File: src/rtl/cpu_regs_regs.svh
// Register offsets, flag bit positions and field widths for the core register set.
// Assumes a 32-bit APB slave with one aligned word per register.
`ifndef CPU_REGS_REGS_SVH
`define CPU_REGS_REGS_SVH

// Register byte offsets on the APB side.
`define OFF_DATA0 12'h000
`define OFF_DATA1 12'h004
`define OFF_DATA2 12'h008
`define OFF_DATA3 12'h00C
`define OFF_ADDR0 12'h010
`define OFF_ADDR1 12'h014
`define OFF_FBASE 12'h018
`define OFF_VTBASE 12'h01C
`define OFF_NIP 12'h020
`define OFF_USP 12'h024
`define OFF_ISP 12'h028
`define OFF_SBASE 12'h02C
`define OFF_FLAGS 12'h030
`define OFF_ACT_SP 12'h034
`define OFF_DPAIR_LO 12'h038
`define OFF_DPAIR_HI 12'h03C
`define OFF_APAIR 12'h040
`define OFF_D0_LOWER 12'h044
`define OFF_D0_UPPER 12'h048
`define OFF_D1_LOWER 12'h04C
`define OFF_D1_UPPER 12'h050

// Flag register bit positions.
`define FLG_C 0
`define FLG_D 1
`define FLG_Z 2
`define FLG_S 3
`define FLG_B 4
`define FLG_O 5
`define FLG_I 6
`define FLG_U 7
`define FLG_IPL_LO 8
`define FLG_IPL_HI 10

// Widths and limits.
`define FLG_W 11
`define WIDE_W 20
`define SW_INT_U_MAX 6'h1F

// Reset values.
`define RST_FLAGS 11'h000
`define RST_WORD16 16'h0000
`define RST_WORD20 20'h00000

`endif

File: src/rtl/cpu_regs_pkg.sv
// Types for the core register set: the whole state of the block as one packed struct.
// Assumes cpu_regs_regs.svh is on the include path.
`include "cpu_regs_regs.svh"

package cpu_regs_pkg;

    // Complete registered state of the register set and its APB answer.
    typedef struct packed {
        logic [1:0][3:0][15:0] data;
        logic [1:0][1:0][15:0] addr;
        logic [1:0][15:0] fbase;
        logic [`WIDE_W-1:0] vtbase;
        logic [`WIDE_W-1:0] nip;
        logic [15:0] user_stack_ptr;
        logic [15:0] interrupt_stack_ptr;
        logic [15:0] sbase;
        logic [`FLG_W-1:0] flags;
        logic [15:0] active_sp;
        logic irq_accept;
        logic pready;
        logic pslverr;
        logic [31:0] prdata;
    } regset_s;

endpackage : cpu_regs_pkg

File: src/rtl/cpu_register_set_and_flags.sv
// Architectural register set and flag register of a small 16-bit core, with APB access.
// Assumes the execution unit and interrupt logic run on pclk and drive the core-side
// inputs synchronously, so none of them is synchronised here.
//
// Design decisions made here: register access over APB and the placing of the registers.
`include "cpu_regs_regs.svh"

////////////////////////////////////////////////////////////////////////////////////////////

module cpu_register_set_and_flags import cpu_regs_pkg::*; (
    // Clock and reset.
    input wire logic pclk,
    input wire logic presetn,
    // APB slave.
    input wire logic psel,
    input wire logic penable,
    input wire logic pwrite,
    input wire logic [11:0] paddr,
    input wire logic [31:0] pwdata,
    output logic [31:0] prdata,
    output logic pready,
    output logic pslverr,
    // Execution unit result flags.
    input wire logic alu_update,
    input wire logic [15:0] alu_result,
    input wire logic alu_carry,
    input wire logic alu_overflow,
    // Instruction pointer load.
    input wire logic nip_load,
    input wire logic [`WIDE_W-1:0] nip_value,
    // Interrupt request and software interrupt.
    input wire logic irq_request,
    input wire logic [2:0] irq_priority,
    input wire logic sw_int,
    input wire logic [5:0] sw_int_num,
    // Core-side views.
    output logic irq_accept,
    output logic [`FLG_W-1:0] processor_state_flags,
    output logic [15:0] active_stack_ptr
);

    ////////////////////////////////////////////////////////////////////////////////////////

    regset_s st_r;
    regset_s st_nxt;
    logic bk;
    logic [2:0] ipl_now;
    logic [15:0] wd16;
    logic take_irq;

    // Convenience views used by the decode and the checks.
    assign bk = st_r.flags[`FLG_B];
    assign ipl_now = st_r.flags[`FLG_IPL_HI:`FLG_IPL_LO];
    assign wd16 = pwdata[15:0];

    // Maskable acceptance needs enable set and a strictly higher request priority.
    assign take_irq = irq_request && st_r.flags[`FLG_I] && (irq_priority > ipl_now);

    ////////////////////////////////////////////////////////////////////////////////////////

    // Next-state logic. The read answer is prepared on the first access edge and the
    // write commits on the edge where the master sees pready, so a write lands once per
    // pready pulse; a master that holds the access past pready gets a second pulse and write.
    always_comb begin
        logic [31:0] rd;
        logic miss;
        logic commit;
        rd = 32'h0000_0000;
        miss = 1'b0;
        commit = 1'b0;
        st_nxt = st_r;
        st_nxt.pready = 1'b0;
        st_nxt.irq_accept = 1'b0;

        // Read decode against the active bank.
        if (paddr[11:4] == 8'h00 && paddr[1:0] == 2'b00) begin
            rd = {16'h0000, st_r.data[bk][paddr[3:2]]};
        end else if (paddr == `OFF_ADDR0) begin
            rd = {16'h0000, st_r.addr[bk][0]};
        end else if (paddr == `OFF_ADDR1) begin
            rd = {16'h0000, st_r.addr[bk][1]};
        end else if (paddr == `OFF_FBASE) begin
            rd = {16'h0000, st_r.fbase[bk]};
        end else if (paddr == `OFF_VTBASE) begin
            rd = {12'h000, st_r.vtbase};
        end else if (paddr == `OFF_NIP) begin
            rd = {12'h000, st_r.nip};
        end else if (paddr == `OFF_USP) begin
            rd = {16'h0000, st_r.user_stack_ptr};
        end else if (paddr == `OFF_ISP) begin
            rd = {16'h0000, st_r.interrupt_stack_ptr};
        end else if (paddr == `OFF_SBASE) begin
            rd = {16'h0000, st_r.sbase};
        end else if (paddr == `OFF_FLAGS) begin
            rd = {21'h000000, st_r.flags};
        end else if (paddr == `OFF_ACT_SP) begin
            rd = {16'h0000, st_r.active_sp};
        end else if (paddr == `OFF_DPAIR_LO) begin
            rd = {st_r.data[bk][2], st_r.data[bk][0]};
        end else if (paddr == `OFF_DPAIR_HI) begin
            rd = {st_r.data[bk][3], st_r.data[bk][1]};
        end else if (paddr == `OFF_APAIR) begin
            rd = {st_r.addr[bk][1], st_r.addr[bk][0]};
        end else if (paddr == `OFF_D0_LOWER) begin
            rd = {24'h000000, st_r.data[bk][0][7:0]};
        end else if (paddr == `OFF_D0_UPPER) begin
            rd = {24'h000000, st_r.data[bk][0][15:8]};
        end else if (paddr == `OFF_D1_LOWER) begin
            rd = {24'h000000, st_r.data[bk][1][7:0]};
        end else if (paddr == `OFF_D1_UPPER) begin
            rd = {24'h000000, st_r.data[bk][1][15:8]};
        end else begin
            miss = 1'b1;
        end

        // First access edge: raise pready with the answer already in place.
        if (psel && penable && !st_r.pready) begin
            st_nxt.pready = 1'b1;
            st_nxt.pslverr = miss;
            st_nxt.prdata = pwrite ? 32'h0000_0000 : rd;
        end

        // Completing edge: commit the write to the active bank.
        commit = psel && penable && st_r.pready && pwrite && !st_r.pslverr;
        if (commit) begin
            if (paddr[11:4] == 8'h00) begin
                st_nxt.data[bk][paddr[3:2]] = pwdata[15:0];
            end else if (paddr == `OFF_ADDR0) begin
                st_nxt.addr[bk][0] = pwdata[15:0];
            end else if (paddr == `OFF_ADDR1) begin
                st_nxt.addr[bk][1] = pwdata[15:0];
            end else if (paddr == `OFF_FBASE) begin
                st_nxt.fbase[bk] = pwdata[15:0];
            end else if (paddr == `OFF_VTBASE) begin
                st_nxt.vtbase = pwdata[`WIDE_W-1:0];
            end else if (paddr == `OFF_NIP) begin
                st_nxt.nip = pwdata[`WIDE_W-1:0];
            end else if (paddr == `OFF_USP) begin
                st_nxt.user_stack_ptr = pwdata[15:0];
            end else if (paddr == `OFF_ISP) begin
                st_nxt.interrupt_stack_ptr = pwdata[15:0];
            end else if (paddr == `OFF_SBASE) begin
                st_nxt.sbase = pwdata[15:0];
            end else if (paddr == `OFF_FLAGS) begin
                // Upper reserved bits are dropped; the debug bit is stored as written.
                st_nxt.flags = pwdata[`FLG_W-1:0];
            end else if (paddr == `OFF_ACT_SP) begin
                if (st_r.flags[`FLG_U]) begin
                    st_nxt.user_stack_ptr = pwdata[15:0];
                end else begin
                    st_nxt.interrupt_stack_ptr = pwdata[15:0];
                end
            end else if (paddr == `OFF_DPAIR_LO) begin
                st_nxt.data[bk][0] = pwdata[15:0];
                st_nxt.data[bk][2] = pwdata[31:16];
            end else if (paddr == `OFF_DPAIR_HI) begin
                st_nxt.data[bk][1] = pwdata[15:0];
                st_nxt.data[bk][3] = pwdata[31:16];
            end else if (paddr == `OFF_APAIR) begin
                st_nxt.addr[bk][0] = pwdata[15:0];
                st_nxt.addr[bk][1] = pwdata[31:16];
            end else if (paddr == `OFF_D0_LOWER) begin
                st_nxt.data[bk][0][7:0] = pwdata[7:0];
            end else if (paddr == `OFF_D0_UPPER) begin
                st_nxt.data[bk][0][15:8] = pwdata[7:0];
            end else if (paddr == `OFF_D1_LOWER) begin
                st_nxt.data[bk][1][7:0] = pwdata[7:0];
            end else if (paddr == `OFF_D1_UPPER) begin
                st_nxt.data[bk][1][15:8] = pwdata[7:0];
            end
        end

        // Hardware events come after the bus write so an event in the same cycle as a
        // software write wins; no flag update is lost to a concurrent clear.
        if (alu_update) begin
            st_nxt.flags[`FLG_C] = alu_carry;
            st_nxt.flags[`FLG_Z] = (alu_result == 16'h0000);
            st_nxt.flags[`FLG_S] = alu_result[15];
            st_nxt.flags[`FLG_O] = alu_overflow;
        end
        if (nip_load) begin
            st_nxt.nip = nip_value;
        end
        if (take_irq) begin
            st_nxt.irq_accept = 1'b1;
            st_nxt.flags[`FLG_I] = 1'b0;
            st_nxt.flags[`FLG_U] = 1'b0;
        end
        if (sw_int && sw_int_num <= `SW_INT_U_MAX) begin
            st_nxt.flags[`FLG_U] = 1'b0;
        end

        // The visible stack pointer tracks the selected one including this cycle's writes.
        st_nxt.active_sp = st_nxt.flags[`FLG_U] ? st_nxt.user_stack_ptr : st_nxt.interrupt_stack_ptr;
    end

    ////////////////////////////////////////////////////////////////////////////////////////

    // State register; everything resets to zero, so bank 0 and the interrupt stack
    // pointer are selected and interrupts are masked after reset.
    always_ff @(posedge pclk or negedge presetn) begin
        if (!presetn) begin
            st_r <= '0;
        end else begin
            st_r <= st_nxt;
        end
    end

    // Outputs come straight from the state register.
    assign prdata = st_r.prdata;
    assign pready = st_r.pready;
    assign pslverr = st_r.pslverr;
    assign irq_accept = st_r.irq_accept;
    assign processor_state_flags = st_r.flags;
    assign active_stack_ptr = st_r.active_sp;
endmodule : cpu_register_set_and_flags

File: config.mk
export PLATFORM = sky130hd
export DESIGN_NAME = cpu_register_set_and_flags
export DESIGN_NICKNAME = d
export VERILOG_FILES = /design/src/rtl/cpu_regs_pkg.sv /design/src/rtl/cpu_register_set_and_flags.sv
export VERILOG_INCLUDE_DIRS = /design/src /design/src/rtl
export SDC_FILE = /design/constraint.sdc
export NUM_CORES = 1
export LEC_CHECK = 0
export BUFFER_PORTS_ARGS = -buffer_cell sky130_fd_sc_hd__buf_2
export CORE_UTILIZATION = 49
export DETAILED_ROUTE_END_ITERATION = 10
export GPL_ROUTABILITY_DRIVEN = 0
export PLACE_DENSITY = 0.7
export REMOVE_ABC_BUFFERS = 1
export SLEW_MARGIN = 20
export SYNTH_ARGS = -nofsm -noshare
export SYNTH_HDL_FRONTEND = slang
export SYNTH_SLANG_ARGS = --single-unit
File: constraint.sdc
create_clock -name pclk -period 2.8 [get_ports pclk]
set_clock_uncertainty 0.2 [all_clocks]
set_input_delay 0.56 -clock pclk [delete_from_list [all_inputs] [get_ports pclk]]
set_output_delay 0.56 -clock pclk [all_outputs]
set_load 0.01 [all_outputs]
==> impl_metrics.json <==
{
  "use_met1_pct": 43.87,
  "fin_total_pwr_mw": 12.13,
  "crit_family": "compound AO/OA/AOI/OAI gates",
  "synth_top_cell_by_area": "dfrtp_1",
  "p_leak_nw": 11.24,
  "rows": 76,
  "final.period_utilization_pct": 97.36,
  "worstPathCellList": "buf_12 -> buf_4 -> mux4_2 -> nand2_1 -> a31oi_1 -> o21ai_0 -> a211oi_1",
  "final_cell_count_no_fill": 2915,
  "fp.dieH_um": 211.0,
  "coreArea_sq_mm": 0.04308,
  "final_area_sq_mm": 0.02537,
  "drtIter0Drc": 2192,
  "drt_wl_total_um": 74530,
  "hold_buffers": 13,
  "netlist_area_sq_mm": 0.02141,
  "cts_buffer_depth": 3,
  "dieArea_sq_mm": 0.04454,
  "cts_resized": 0,
  "nets": 2402,
  "hp-class": "input pin to flop",
  "critPathCaptureType": "flop",
  "grt_start_max_net_pins": 81,
  "place_area_sq_mm": 0.02381,
  "ys_top_cells_by_area": "dfrtp_1 (44%), mux2_2 (9.9%), mux2i_1 (6.7%)",
  "overflow": 0,
  "yosys_register_bits": 374,
  "ctsHtreeMaxLevel": 2,
  "vias_per_cell": 6.551,
  "die_w_um": 211.0,
  "power_density_mw_per_mm2": 478.2,
  "cts_setup_buffers": 0,
  "async_reset_ff_share_pct": 100.0,
  "seq_area_frac_synth_pct": 43.71,
  "grt.busiest_layer": "met2",
  "relSlewSlack_pct": 46.30,
  "worstMarginPinSlew_ps": 805.4,
  "grt_usage_pct": 33.72,
  "cap_violations": 0,
  "fin_crit_ps": 2726,
  "crit_fanout": 10,
  "cpPeakStageDelay_ps": 620,
  "ys_warn_count": 0,
  "drv_slew": 0,
  "clk_latency_ps": 580,
  "gr-usage-met2_pct": 52.77,
  "grt_pass1_vias": 18850,
  "clock-sinks": 374,
  "timing.rr.start": "processor_state_flags[4]",
  "dp_hpwl_um": 52640,
  "outcome": "finished, final reports clean",
  "path_class": "flop to flop",
  "netlist_instances": 2106,
  "hold_violations": 0,
  "syn_area_per_cell_sq_um": 10.17,
  "initial_core_util_pct": 49.71,
  "cp_num_buf_inv": 2,
  "pre_cts_slack_ps": -239.5,
  "fmax_mhz": 366.8,
  "worst_slack_ps": 73.96,
  "startpoint": "processor_state_flags[4]",
  "antenna_found_initial": 4,
  "synth_edf_count": 0,
  "synth_top_area_share_pct": 43.71,
  "num_vias": 19100,
  "cts-root-buf": "clkbuf_16",
  "required_ps": 3030,
  "grt_pass1_wl_um": 113400,
  "numCtsBuffers": 42,
  "crit_path_start_kind": "flop",
  "clk_pin_slew_ps": 60,
  "rsz0062_at_grt": "false",
  "setup_violations": 0,
  "dp.cells": 2827,
  "ioPinCount": 162,
  "area_growth_pct": 18.50,
  "wl_per_cell_um": 25.57,
  "drive_above_1_share_pct": 31.22,
  "port-buffer-count": 156,
  "drc": 0,
  "dr.pass1.iters": 6,
  "synth_flop_cell": "dfrtp_1",
  "synthDistinctLibCells": 90,
  "arrival_ps": 2960,
  "postRouteAntennaNets": 0,
  "critPathSlowestCell": "dfrtp_4",
  "whs_ps": 5.341,
  "hp-start": "nip_value[6]",
  "cts_tree": "done",
  "peakVddDrop_v": 0.0003385,
  "grt_use_met3_pct": 8.058
}
-- Yosys cell counts (all sizes together), types with 5 or more instances --
library cell,instances
o211ai,9
a21o,11
mux4,31
a32oi,5
a22o,6
nand3,41
mux2i,143
nand2,198
a31oi,7
o21ai,222
a211oi,11
a211o,5
buf,140
nor2,117
and2,7
nor4,11
a22oi,103
o21a,12
nor3,36
o22ai,51
dfrtp,374
or2,6
nor3b,6
clkbuf,105
o221a,16
nor2b,7
a221oi,5
a21oi,122
o221ai,9
mux2,194
nand2b,8
inv,11
-- metal layers --
metal | vias to the layer above | share of wire, %
li1 | 8154 | -
met1 | 9502 | 38
met2 | 1164 | 46
met3 | 271 | 9.9
met4 | 6 | 5.1
met5 | - | 0.070
-- layout by cell type (no fill, tap or decap), types with 7 or more instances in the layout --
cell           count
a22oi_1          103
dfrtp_1          373
mux2i_1          143
nor2b_1            7
a211oi_1          11
inv_1             11
nand2b_1           8
buf_2            154
nor3_1            25
a31oi_1            7
mux2_2           189
dlygate4sd3_1     13
o221ai_1           9
o211ai_1           9
o21a_1            12
o22ai_1           49
mux4_2            31
o21ai_1           32
a21o_1            11
clkinv_2           7
clkbuf_16         42
buf_4            191
nand2_1          198
o21ai_2           10
o21ai_0          180
o221a_1           10
nor3_2             8
a21oi_1          121
nand3_1           39
nor2_1           112
clkbuf_8           9
and2_1             7
buf_12            35
-- area by class of cell --
| class | instances | area, sq um |
|---|---|---|
| diodes | 1 | 2.502 |
| clock buffers | 57 | 1197 |
| multi-input cells | 1476 | 10750 |
| flip-flops and latches | 374 | 9363 |
| fillers | 3598 | 17700 |
| inverters | 11 | 41.29 |
| clock inverters | 17 | 234.0 |
| repair buffers | 394 | 3050 |
| well taps | 585 | 732.0 |
-- through the flow --
step           setup TNS (ps)  util [%]
6_report                    0     58.90
2_1_floorplan        -1114600         -
3_3_place_gp            -8206     55.27
5_1_grt                     0     58.90
4_1_cts                     0     58.90
3_5_place_dp           -10000     55.27
-- path summary, 6_finish.rpt --
kind	to	slack [ps]	depth (start not counted)
worst max-delay path	prdata[1]	70	7
worst min-delay path	st_r[116]	5	3
worst max register to register	prdata[1]	70	7
worst min register to register	prdata[27]	280	2
max in group asynchronous	st_r[216]	1290	3
min in group asynchronous	prdata[24]	320	2
-- tightest hold or removal path: stages --
cell     delay (ps)
buf_2            70
nand2_1          50
o21ai_0          60
-- cells by family (layout without fill, tap and decap cells) --
logic type | count (synthesis) | after routing | synth area share (%)
simple gates | 465 | 465 | 10.53
fa+ha+maj | 3 | 3 | 0.1753
buf+inv | 256 | 479 | 6.153
mux | 368 | 368 | 20.15
other cells | 0 | 1 | 0
flops | 374 | 374 | 43.71
compound gates | 640 | 640 | 19.28
-- where the power goes --
| group | switching (mW) | total (mW) | internal [mW] |
|---|---|---|---|
| Combinational | 0.607 | 0.881 | 0.274 |
| Sequential | 0.0325 | 5.48 | 5.44 |
| Clock | 2.31 | 5.78 | 3.46 |
| Total | 2.95 | 12.1 | 9.18 |
-- flip-flops by register name, summed over array words and instances (netlist names) --
signal / cells
pready: 1
st_r: 312
processor_state_flags: 11
irq_accept: 1
prdata: 32
active_stack_ptr: 16
pslverr: 1
(Power assumes the default switching activity.)
